File: config.mk
export PLATFORM = sky130hd
export DESIGN_NAME = status_output_function_mapper
export DESIGN_NICKNAME = d
export VERILOG_FILES = /design/src/common/status_output_pkg.sv /design/src/logic/status_output_function_mapper.sv
export VERILOG_INCLUDE_DIRS = /design/src /design/src/common
export SDC_FILE = /design/constraint.sdc
export NUM_CORES = 1
export LEC_CHECK = 0
export BUFFER_PORTS_ARGS = -buffer_cell sky130_fd_sc_hd__buf_2
export CORE_MARGIN = 8
export CORE_UTILIZATION = 33
export CTS_CLUSTER_SIZE = 25
export DETAILED_ROUTE_END_ITERATION = 10
export PLACE_DENSITY = 0.59
export SLEW_MARGIN = 40
export SYNTH_ARGS = -nofsm -noshare
export SYNTH_HDL_FRONTEND = slang
export SYNTH_SLANG_ARGS = --single-unit
File: constraint.sdc
create_clock -name ref_clk_in -period 8.1 [get_ports ref_clk_in]
set_input_delay 2.025 -clock ref_clk_in [delete_from_list [all_inputs] [get_ports ref_clk_in]]
set_output_delay 2.025 -clock ref_clk_in [all_outputs]
set_load 0.02 [all_outputs]
File: src/common/status_output_consts.svh
// How it works
// - remote-start mode drives its output
// - any mode other than off/reset (manual, automatic, test, remote start) drives output
// - automatic, test or remote start drives output
// - voltage on parallel bars drives output
// - generator inside normal window drives output
// - mains inside presence window drives output
// - output drops on mains anomaly demanding break
// - two outputs carry both 27Q commands
// - mains status permitting parallel drives output
// - engine running, even manually started, drives output
// - engine running and supply delay elapsed
// - synchronising for generator breaker drives output
// - synchronising for mains or mains-genset breaker
// - synchronising for any breaker drives output
// - any synchronising while actually synchronous
// - parallel with mains; with gensets only
// - high or low load, configuration selects
// - fault reset mode drives output
// - output follows internal siren
// - off/reset mode with stop key: lamp test
// - acknowledge sequence gives one-second pulse
// - modem reset sequence gives two-second pulse
// - warnings, unloads, deactivations drive three outputs
`ifndef STATUS_OUTPUT_CONSTS_SVH
`define STATUS_OUTPUT_CONSTS_SVH

// function codes, decimal value in the comment
`define FC_NONE       16'h0000
`define FC_REMOTE     16'h0bbd // 3005
`define FC_NOT_OFF    16'h0bc3 // 3011
`define FC_AUTO_ANY   16'h0bc4 // 3012
`define FC_BUS_LIVE   16'h0bd7 // 3031
`define FC_GEN_OK     16'h0bd8 // 3032
`define FC_MAINS_OK   16'h0bd9 // 3033
`define FC_MAINS_PAR  16'h0bda // 3034
`define FC_Q27_CMD1   16'h0bdb // 3035
`define FC_Q27_CMD2   16'h0bdc // 3036
`define FC_PAR_ALLOW  16'h0bdd // 3037
`define FC_ENG_RUN    16'h0bf5 // 3061
`define FC_SUPPLY     16'h0bf6 // 3062
`define FC_SYNC_GEN   16'h0c13 // 3091
`define FC_SYNC_MAINS 16'h0c14 // 3092
`define FC_SYNC_ANY   16'h0c15 // 3093
`define FC_SYNC_OK    16'h0c16 // 3094
`define FC_PAR_MAINS  16'h0c17 // 3095
`define FC_PAR_GENS   16'h0c18 // 3096
`define FC_LOAD       16'h0c31 // 3121
`define FC_FLT_RESET  16'h0c4f // 3151
`define FC_SIREN      16'h0c50 // 3152
`define FC_LAMP_TEST  16'h0c51 // 3153
`define FC_ACK_PULSE  16'h0c52 // 3154
`define FC_MODEM_RST  16'h0c53 // 3155
`define FC_WARN       16'h0fa1 // 4001
`define FC_UNLOAD     16'h0fa2 // 4002
`define FC_DEACT      16'h0fa3 // 4003

// register map, byte addresses
`define SEL_BASE      8'h00
`define STATUS_OFS    8'h40
`define CTRL_OFS      8'h44
`define CTRL_LOAD_HI  0
`define LOAD_HI_RST   1'b1

// timing
`define CLK_MHZ       250
`define ACK_PULSE_MS  1000
`define MODEM_PULSE_MS 2000

`endif

File: src/common/status_output_pkg.sv
package status_output_pkg;

	typedef logic [15:0] func_code_t;

	// controller operating mode as reported by the mode logic
	typedef enum logic [2:0] {
		MODE_OFF    = 3'h0,
		MODE_MAN    = 3'h1,
		MODE_AUTO   = 3'h2,
		MODE_TEST   = 3'h3,
		MODE_REMOTE = 3'h4
	} op_mode_t;

endpackage : status_output_pkg

File: src/logic/status_output_function_mapper.sv
// Added by the designer: the placing of the registers and the plain strobed port.
`timescale 1ns/1ps
`include "status_output_consts.svh"

module status_output_function_mapper
	import status_output_pkg::*;
#(
	parameter int NUM_OUTPUTS     = 8,
	parameter int ACK_PULSE_CYC   = `ACK_PULSE_MS * 1000 * `CLK_MHZ,
	parameter int MODEM_PULSE_CYC = `MODEM_PULSE_MS * 1000 * `CLK_MHZ
) (
	input  wire logic             ref_clk_in,
	input  wire logic             rst_in,
	input  wire logic [7:0]       addr_in,
	input  wire logic [31:0]      wr_data_in,
	input  wire logic             wr_in,
	input  wire logic             rd_in,
	output logic      [31:0]      rd_data_out,
	input  wire op_mode_t         mode_in,
	input  wire logic             bus_live_in,
	input  wire logic             gen_ok_in,
	input  wire logic             mains_ok_in,
	input  wire logic             mains_par_ok_in,
	input  wire logic             q27_cmd1_in,
	input  wire logic             q27_cmd2_in,
	input  wire logic             par_allowed_in,
	input  wire logic             engine_run_in,
	input  wire logic             supply_delay_done_in,
	input  wire logic             sync_gen_brk_in,
	input  wire logic             sync_mains_brk_in,
	input  wire logic             sync_mg_brk_in,
	input  wire logic             in_sync_in,
	input  wire logic             par_mains_in,
	input  wire logic             par_gensets_in,
	input  wire logic             load_high_in,
	input  wire logic             load_low_in,
	input  wire logic             fault_reset_in,
	input  wire logic             siren_in,
	input  wire logic             stop_key_in,
	input  wire logic             ack_seq_in,
	input  wire logic             modem_seq_in,
	input  wire logic             warn_any_in,
	input  wire logic             unload_any_in,
	input  wire logic             deact_any_in,
	output logic [NUM_OUTPUTS-1:0] func_out
);

	func_code_t                   sel_reg [NUM_OUTPUTS];
	logic       [NUM_OUTPUTS-1:0] func_reg;
	logic       [NUM_OUTPUTS-1:0] func_next;
	logic                         load_hi_reg;
	logic       [31:0]            rd_data_reg;
	logic       [31:0]            rd_data_next;
	logic       [31:0]            ack_cnt_reg;
	logic       [31:0]            modem_cnt_reg;
	logic                         ack_active;
	logic                         modem_active;
	logic                         sync_any;
	logic                         load_cond;

	assign func_out    = func_reg;
	assign rd_data_out = rd_data_reg;

	// shared condition terms
	assign sync_any  = sync_gen_brk_in | sync_mains_brk_in |
		sync_mg_brk_in;
	assign load_cond = load_hi_reg ? load_high_in : load_low_in;

	// control register: high/low load selection
	always_ff @(posedge ref_clk_in or posedge rst_in) begin
		if (rst_in) begin
			load_hi_reg <= `LOAD_HI_RST;
		end else if (wr_in && addr_in == `CTRL_OFS) begin
			load_hi_reg <= wr_data_in[`CTRL_LOAD_HI];
		end
	end

	// acknowledge pulse timer, a retrigger reloads the full length
	always_ff @(posedge ref_clk_in or posedge rst_in) begin
		if (rst_in) begin
			ack_cnt_reg <= 32'h0000_0000;
		end else if (ack_seq_in) begin
			ack_cnt_reg <= 32'(ACK_PULSE_CYC);
		end else if (ack_cnt_reg != 32'h0000_0000) begin
			ack_cnt_reg <= ack_cnt_reg - 32'h0000_0001;
		end
	end

	// modem reset pulse timer, same scheme, twice as long
	always_ff @(posedge ref_clk_in or posedge rst_in) begin
		if (rst_in) begin
			modem_cnt_reg <= 32'h0000_0000;
		end else if (modem_seq_in) begin
			modem_cnt_reg <= 32'(MODEM_PULSE_CYC);
		end else if (modem_cnt_reg != 32'h0000_0000) begin
			modem_cnt_reg <= modem_cnt_reg - 32'h0000_0001;
		end
	end

	assign ack_active   = ack_cnt_reg != 32'h0000_0000;
	assign modem_active = modem_cnt_reg != 32'h0000_0000;

	// one selector register and one output per channel
	for (genvar i = 0; i < NUM_OUTPUTS; i++) begin : g_chan
		localparam logic [7:0] SEL_ADDR = 8'(`SEL_BASE + 4 * i);

		// function selector, written by software
		always_ff @(posedge ref_clk_in or posedge rst_in) begin
			if (rst_in) begin
				sel_reg[i] <= `FC_NONE;
			end else if (wr_in && addr_in == SEL_ADDR) begin
				sel_reg[i] <= wr_data_in[15:0];
			end
		end

		// condition chosen by the selector; unknown codes stay low
		always_comb begin
			case (sel_reg[i])
				`FC_REMOTE:     func_next[i] = mode_in == MODE_REMOTE;
				`FC_NOT_OFF:    func_next[i] = mode_in != MODE_OFF;
				`FC_AUTO_ANY:   func_next[i] = mode_in == MODE_AUTO ||
					mode_in == MODE_TEST ||
					mode_in == MODE_REMOTE;
				`FC_BUS_LIVE:   func_next[i] = bus_live_in;
				`FC_GEN_OK:     func_next[i] = gen_ok_in;
				`FC_MAINS_OK:   func_next[i] = mains_ok_in;
				`FC_MAINS_PAR:  func_next[i] = mains_par_ok_in;
				`FC_Q27_CMD1:   func_next[i] = q27_cmd1_in;
				`FC_Q27_CMD2:   func_next[i] = q27_cmd2_in;
				`FC_PAR_ALLOW:  func_next[i] = par_allowed_in;
				`FC_ENG_RUN:    func_next[i] = engine_run_in;
				`FC_SUPPLY:     func_next[i] = engine_run_in &
					supply_delay_done_in;
				`FC_SYNC_GEN:   func_next[i] = sync_gen_brk_in;
				`FC_SYNC_MAINS: func_next[i] = sync_mains_brk_in |
					sync_mg_brk_in;
				`FC_SYNC_ANY:   func_next[i] = sync_any;
				`FC_SYNC_OK:    func_next[i] = sync_any & in_sync_in;
				`FC_PAR_MAINS:  func_next[i] = par_mains_in;
				`FC_PAR_GENS:   func_next[i] = par_gensets_in &
					~par_mains_in;
				`FC_LOAD:       func_next[i] = load_cond;
				`FC_FLT_RESET:  func_next[i] = fault_reset_in;
				`FC_SIREN:      func_next[i] = siren_in;
				`FC_LAMP_TEST:  func_next[i] = mode_in == MODE_OFF &&
					stop_key_in;
				`FC_ACK_PULSE:  func_next[i] = ack_active;
				`FC_MODEM_RST:  func_next[i] = modem_active;
				`FC_WARN:       func_next[i] = warn_any_in;
				`FC_UNLOAD:     func_next[i] = unload_any_in;
				`FC_DEACT:      func_next[i] = deact_any_in;
				default:        func_next[i] = 1'b0;
			endcase
		end

		// registered output so relays never see decode glitches
		always_ff @(posedge ref_clk_in or posedge rst_in) begin
			if (rst_in) begin
				func_reg[i] <= 1'b0;
			end else begin
				func_reg[i] <= func_next[i];
			end
		end

		property p_remote;
			@(posedge ref_clk_in) disable iff (rst_in)
			sel_reg[i] == `FC_REMOTE |=>
				func_reg[i] == $past(mode_in == MODE_REMOTE);
		endproperty
		a_remote: assert property (p_remote)
			else $error("remote start output wrong");

		property p_not_off;
			@(posedge ref_clk_in) disable iff (rst_in)
			sel_reg[i] == `FC_NOT_OFF && mode_in == MODE_OFF |=>
				!func_reg[i];
		endproperty
		a_not_off: assert property (p_not_off)
			else $error("not-off output high in off mode");

		property p_auto_any;
			@(posedge ref_clk_in) disable iff (rst_in)
			sel_reg[i] == `FC_AUTO_ANY && mode_in == MODE_TEST |=>
				func_reg[i];
		endproperty
		a_auto_any: assert property (p_auto_any)
			else $error("automatic-class output low in test");

		property p_supply;
			@(posedge ref_clk_in) disable iff (rst_in)
			sel_reg[i] == `FC_SUPPLY |=> func_reg[i] ==
				$past(engine_run_in && supply_delay_done_in);
		endproperty
		a_supply: assert property (p_supply)
			else $error("supply output wrong");

		property p_sync_ok;
			@(posedge ref_clk_in) disable iff (rst_in)
			sel_reg[i] == `FC_SYNC_OK && !in_sync_in |=> !func_reg[i];
		endproperty
		a_sync_ok: assert property (p_sync_ok)
			else $error("synchronised output high while not in sync");

		property p_par_gens;
			@(posedge ref_clk_in) disable iff (rst_in)
			sel_reg[i] == `FC_PAR_GENS && par_mains_in |=> !func_reg[i];
		endproperty
		a_par_gens: assert property (p_par_gens)
			else $error("gensets-only output high with mains parallel");

		property p_lamp;
			@(posedge ref_clk_in) disable iff (rst_in)
			sel_reg[i] == `FC_LAMP_TEST |=> func_reg[i] ==
				$past(mode_in == MODE_OFF && stop_key_in);
		endproperty
		a_lamp: assert property (p_lamp)
			else $error("lamp test output wrong");

		property p_warn;
			@(posedge ref_clk_in) disable iff (rst_in)
			sel_reg[i] == `FC_WARN |=> func_reg[i] == $past(warn_any_in);
		endproperty
		a_warn: assert property (p_warn)
			else $error("warning output wrong");

		property p_siren;
			@(posedge ref_clk_in) disable iff (rst_in)
			sel_reg[i] == `FC_SIREN |=> func_reg[i] == $past(siren_in);
		endproperty
		a_siren: assert property (p_siren)
			else $error("siren output does not follow siren");

		property p_sync_mains;
			@(posedge ref_clk_in) disable iff (rst_in)
			sel_reg[i] == `FC_SYNC_MAINS |=> func_reg[i] ==
				$past(sync_mains_brk_in || sync_mg_brk_in);
		endproperty
		a_sync_mains: assert property (p_sync_mains)
			else $error("mains breaker sync output wrong");

		property p_unknown;
			@(posedge ref_clk_in) disable iff (rst_in)
			sel_reg[i] == `FC_NONE |=> !func_reg[i];
		endproperty
		a_unknown: assert property (p_unknown)
			else $error("unassigned output went high");

		property p_ack_out;
			@(posedge ref_clk_in) disable iff (rst_in)
			sel_reg[i] == `FC_ACK_PULSE && ack_seq_in |=>
				##1 func_reg[i];
		endproperty
		a_ack_out: assert property (p_ack_out)
			else $error("acknowledge output missing after trigger");
	end

	// register read mux, answer is registered one cycle later
	always_comb begin
		rd_data_next = 32'h0000_0000;
		if (addr_in == `STATUS_OFS) begin
			rd_data_next[NUM_OUTPUTS-1:0] = func_reg;
		end else if (addr_in == `CTRL_OFS) begin
			rd_data_next[`CTRL_LOAD_HI] = load_hi_reg;
		end
		for (int k = 0; k < NUM_OUTPUTS; k++) begin
			if (addr_in == 8'(`SEL_BASE + 4 * k)) begin
				rd_data_next[15:0] = sel_reg[k];
			end
		end
	end

	// data stand only in the cycle after the strobe
	always_ff @(posedge ref_clk_in or posedge rst_in) begin
		if (rst_in) begin
			rd_data_reg <= 32'h0000_0000;
		end else if (rd_in) begin
			rd_data_reg <= rd_data_next;
		end else begin
			rd_data_reg <= 32'h0000_0000;
		end
	end

	property p_ack_load;
		@(posedge ref_clk_in) disable iff (rst_in)
		ack_seq_in |=> ack_cnt_reg == 32'(ACK_PULSE_CYC);
	endproperty
	a_ack_load: assert property (p_ack_load)
		else $error("acknowledge timer not reloaded");

	property p_ack_count;
		@(posedge ref_clk_in) disable iff (rst_in)
		ack_active && !ack_seq_in |=>
			ack_cnt_reg == $past(ack_cnt_reg) - 32'h0000_0001;
	endproperty
	a_ack_count: assert property (p_ack_count)
		else $error("acknowledge timer did not count down");

	property p_modem_load;
		@(posedge ref_clk_in) disable iff (rst_in)
		modem_seq_in |=> modem_cnt_reg == 32'(MODEM_PULSE_CYC);
	endproperty
	a_modem_load: assert property (p_modem_load)
		else $error("modem timer not reloaded");

	property p_modem_idle;
		@(posedge ref_clk_in) disable iff (rst_in)
		!modem_active && !modem_seq_in |=> !modem_active;
	endproperty
	a_modem_idle: assert property (p_modem_idle)
		else $error("modem pulse started without trigger");

	// a stuck counter would stretch the relay pulse forever
	property p_modem_count;
		@(posedge ref_clk_in) disable iff (rst_in)
		modem_active && !modem_seq_in |=>
			modem_cnt_reg == $past(modem_cnt_reg) - 32'h0000_0001;
	endproperty
	a_modem_count: assert property (p_modem_count)
		else $error("modem timer did not count down");

	property p_ack_idle;
		@(posedge ref_clk_in) disable iff (rst_in)
		!ack_active && !ack_seq_in |=> !ack_active;
	endproperty
	a_ack_idle: assert property (p_ack_idle)
		else $error("acknowledge pulse started without trigger");

	property p_rd_idle;
		@(posedge ref_clk_in) disable iff (rst_in)
		!rd_in |=> rd_data_out == 32'h0000_0000;
	endproperty
	a_rd_idle: assert property (p_rd_idle)
		else $error("read data outside answer cycle");

	property p_cov_ack_end;
		@(posedge ref_clk_in) disable iff (rst_in)
		ack_active ##1 !ack_active;
	endproperty
	c_ack_end: cover property (p_cov_ack_end);

	property p_cov_modem;
		@(posedge ref_clk_in) disable iff (rst_in)
		modem_seq_in ##1 modem_active;
	endproperty
	c_modem: cover property (p_cov_modem);

	property p_cov_remote;
		@(posedge ref_clk_in) disable iff (rst_in)
		sel_reg[0] == `FC_REMOTE && func_reg[0];
	endproperty
	c_remote: cover property (p_cov_remote);

	property p_cov_retrig;
		@(posedge ref_clk_in) disable iff (rst_in)
		ack_active && ack_seq_in;
	endproperty
	c_retrig: cover property (p_cov_retrig);

endmodule : status_output_function_mapper

Word-level counts from Yosys, hierarchy flattened
Cells that the tools add are included.
- bitwise operators: 7
- add/subtract/negate cells: 2
- equality and inequality tests: 228
- multiplexer cells: 25
- reduce and logical (&&, ||, !) cells: 19
- operators by type and width (operator ; number):
    $eq A16 B12 Y1 const B ; 216
    $pmux W1 S27 ; 8
    $mux W16 ; 9
    $mux W32 ; 4
    $reduce_bool A32 Y1 ; 2
    $sub A32 B1 Y32 const B ; 2
    $eq A8 B5 Y1 const B ; 4
    $eq A8 B4 Y1 const B ; 2
    $eq A8 B7 Y1 const B ; 2
    $logic_and A1 B1 Y1 ; 10
    $eq A8 B3 Y1 const B ; 1
    $logic_not A8 Y1 ; 1
    $mux W7 ; 1
    $eq A3 B2 Y1 const B ; 2
    $reduce_bool A2 Y1 ; 2
    $and A1 B1 Y1 ; 3
    $eq A3 B3 Y1 const B ; 1
    $logic_not A3 Y1 ; 1
    $mux W1 ; 3
    $or A1 B1 Y1 ; 3
    $reduce_bool A3 Y1 ; 1
    $logic_or A1 B1 Y1 ; 2
    $not A1 Y1 ; 1
- input bits: 72
- word-level logic and storage cells: 301
- register bits: 233
- output and inout bits: 40

Depth between registers and ports, before layout
- depth in word-level cells: 12
- mapped depth: 10
- depth with buffers taken out: 8

Least setup slack after synthesis
OpenSTA, ideal clock, no wires.
- path kind: input port to flip-flop
- start point: in addr_in[1]
- end point: reg sel_reg[48] (netlist bit)
- data required time: 7975 ps
- buffers on the path: 3
- slack: 4275 ps
- arrival: 3700 ps
- stages: 8
- cells stage by stage: or2_2 > buf_2 > nor3_2 > and2_1 > buf_2 > nand2_2 > buf_2 > mux2_2
- word-level cells in the longest chain between the ends: 2
- RTL lines (element ; line ; text):
    start: declaration ; status_output_function_mapper.sv:14 ; input wire logic [7:0] addr_in,
    $eq A8 B5 Y1 ; status_output_function_mapper.sv:111 ; end else if (wr_in && addr_in == SEL_ADDR) begin
    $logic_and A1 B1 Y1 ; status_output_function_mapper.sv:111 ;
    end signal: indexed assignment ; status_output_function_mapper.sv:110 ; sel_reg[i] <= `FC_NONE;
    end signal: indexed assignment ; status_output_function_mapper.sv:112 ; sel_reg[i] <= wr_data_in[15:0];
    end: declaration ; status_output_function_mapper.sv:48 ; func_code_t sel_reg [NUM_OUTPUTS];
Every way passes these cells.
A chain may end at the register's enable or synchronous reset.

Final worst setup path
- start point: in addr_in[2]
- end point: reg sel_reg[35] (netlist bit)
The elaborated chain is that of the path after synthesis.

==> metrics.yaml <==
status: "complete, no violations"
yosysSeqAreaShare: 0.391
crit_type: "input pin to register"
yosys.area.top_type: "dfrtp_1"
route.vias.total: 12300
crit_top_cell: "nand2_1"
setup_tns_ns: 0
fin_cells: 2028
final_max_slew_viol_count: 0
critPathLaunchType: "input pin"
ys_seq_elements: 217
drt-total-wl_um: 48300
largest_reg_flops: 128
grt_max_degree: 76
total_power_mw: 2.68
final_common_cell: "dfrtp_1"
postRouteAntennaNets: 0
worst-path-buf-inv: 1
initial_core_util: 0.332
synth_edf_count: 0
synth.area.top_cells: "dfrtp_1 (39%), mux2_2 (12%), nor2_1 (3.3%)"
antenna_found_initial: 2
cpLargestDelayFamily: "simple AND/OR/NAND/NOR gates"
path_max_fanout: 43
rsz0062_at_grt: "no"
postCtsResizedCells: 0
ctsRootBufferMaster: "clkbuf_16"
cp_data_arrival_time_ns: 5.47
place_worst_setup_slack_ns: 2.33
clock_skew_ns: 0.0336
io_pins: 112
async_reset_ff_frac: 1.00
placed_cell_area_um2: 14500
rows: 75
post-place-cells: 1978
cts_post_setup_buffers_inserted: 0
maxSlewHeadroom: 0.444
clock_latency_ns: 0.56
drc: 0
grt.total_usage: 0.190
postCtsHoldBufs: 0
hold_viol_final: 0
rrSetupSlack_ns: 4.81
setup_ws_ns: 3.04
cp_cell_sequence: "buf_4 > nor2b_1 > nand2_1 > nor2_1 > nand2_1 > mux2_2"
hold_path.class: "register to register"
worst_slew_pin_slew_ns: 0.810
layout_common_cells: "dfrtp_1 (216), mux2_2 (148), nor2_1 (123)"
cts_inserted_buffers: 26
seqPwrFrac: 0.456
p_clk_frac: 0.421
port_buffers: 79
swShare: 0.290
overflow: 0
die_x_um: 221
grt_pass1_vias: 11700
drt_iter0_markers: 1343
drt_pass1_iterations: 6
drive_above_1_share: 0.219
avgSynthCellArea_um2: 9.52
cts.clk_slew.worst_paths_ns: 0.06
cpMaxStageDelayCell: "nor2b_1"
detailed_place_hpwl_um: 33700
crit_required_ns: 8.52
postLayoutCoreUtil: 0.368
setup_viol: 0
switchingPower_mw: 0.778
ctsHtreeMaxLevel: 1
dieArea_um2: 48900
yosys_most_used_dff: "dfrtp_1"
cts.sinks: 217
area_growth_pct: 10.8
synth_warnings: 0
yosys.area.top_type_share: 0.389
wire_per_inst_um: 23.8
nNetsFinal: 1542
p_leak_nw: 6.16
worst_ir_drop_vdd_mv: 0.134
min_period_ns: 5.06
ys_types: 95
power_density_nw_per_um2: 175
syn_inst: 1458
vias_per_cell: 6.05
pwr-share-comb: 0.123
fin_crit_sh: 0.624
max_freq_mhz: 198
die_height_um: 221
grt_pass1_wl_um: 74000
tritoncts: "done"
final_cell_area_um2: 15400
syn_area_um2: 13900
holdWs_ns: 0.527
core_um2: 41800
intPower_mw: 1.91
max_stage_delay_ns: 0.70
drv_cap: 0
finalWeightedCongestion: 0.980
clk_path_buf_depth: 3
endpoint_kind: "register"
## per-layer routing
layer  wire length, µm  GRT usage  share of wire
met1             21000      0.268           0.43
met2             21100      0.285           0.44
met3              4340     0.0328          0.090
met4              1910     0.0792          0.040
met5                 0          0              0
## power groups by stage
stage	clock (mW)	combinational, mW	sequential [mW]
after floorplan	0	0.258	1.19
after global placement	0	0.320	1.24
after CTS	1.16	0.326	1.22
after detailed placement	0	0.324	1.24
final	1.13	0.329	1.22
after global routing	1.20	0.360	1.23
## Yosys cell counts, types with 5 or more instances
cell and n:
o21ai_0 57, and4b_1 8, mux2i_1 19, and4_1 8, a221oi_1 8, a31oi_1 17
and3b_1 5, buf_4 16, clkbuf_1 84, o211ai_1 15, a22oi_1 11, a211oi_1 17
and3_1 14, nand3b_1 17, a2111oi_0 9, buf_2 14, nor2b_1 30, nand3_1 62
o221ai_1 7, nand4b_1 17, a22o_1 5, nor4bb_1 9, xnor2_1 20, or4_1 10
nand4_1 33, mux4_2 5, a21oi_1 61, nor3b_1 11, nor4b_1 15, a32oi_1 5
xor2_1 27, or2_2 5, or3_1 10, mux2_2 148, nor4_1 34, and2_1 6
dfrtp_1 216, nor2_1 123, inv_1 21, o22ai_1 13, nor3_1 37, nand2_1 76
nand2b_1 35
## worst paths after layout
kind	end	startpoint	cells past startpoint
setup / recovery	sel_reg[35]	addr_in[2]	6
hold / removal	modem_cnt_reg[18]	modem_cnt_reg[18]	2
setup reg to reg	modem_cnt_reg[19]	modem_cnt_reg[0]	8
hold reg to reg	modem_cnt_reg[18]	modem_cnt_reg[18]	2
max in group asynchronous	sel_reg[120]	rst_in	3
min in group asynchronous	sel_reg[2]	rst_in	2
## layout make-up
type / instances / area [µm²]
flip-flops and latches: 217 / 5430
fillers: 4219 / 26400
clock inverters: 11 / 80.1
diodes: 2 / 5.00
clock buffers: 36 / 748
multi-input cells: 1112 / 7870
repair buffers: 90 / 488
inverters: 21 / 86.3
well taps: 539 / 674
## cells by family (layout without fill, tap and decap cells)
group,count (synthesis),after routing,synth area share
buffers and inverters,144,158,0.0485
adders and majority gates,6,6,0.00469
AOI/OAI and AO/OA,281,281,0.137
muxes,172,172,0.142
and+or+nand+nor,590,590,0.247
DFF,217,217,0.391
other,1,18,0.000270
xor gates and xnor gates,47,47,0.0297
## worst min-delay path, stage by stage, from the launching register on
cell	delay (ns)
dfrtp_1	0.36
xnor2_1	0.08
nand2b_1	0.06
(Power assumes the default switching activity.)
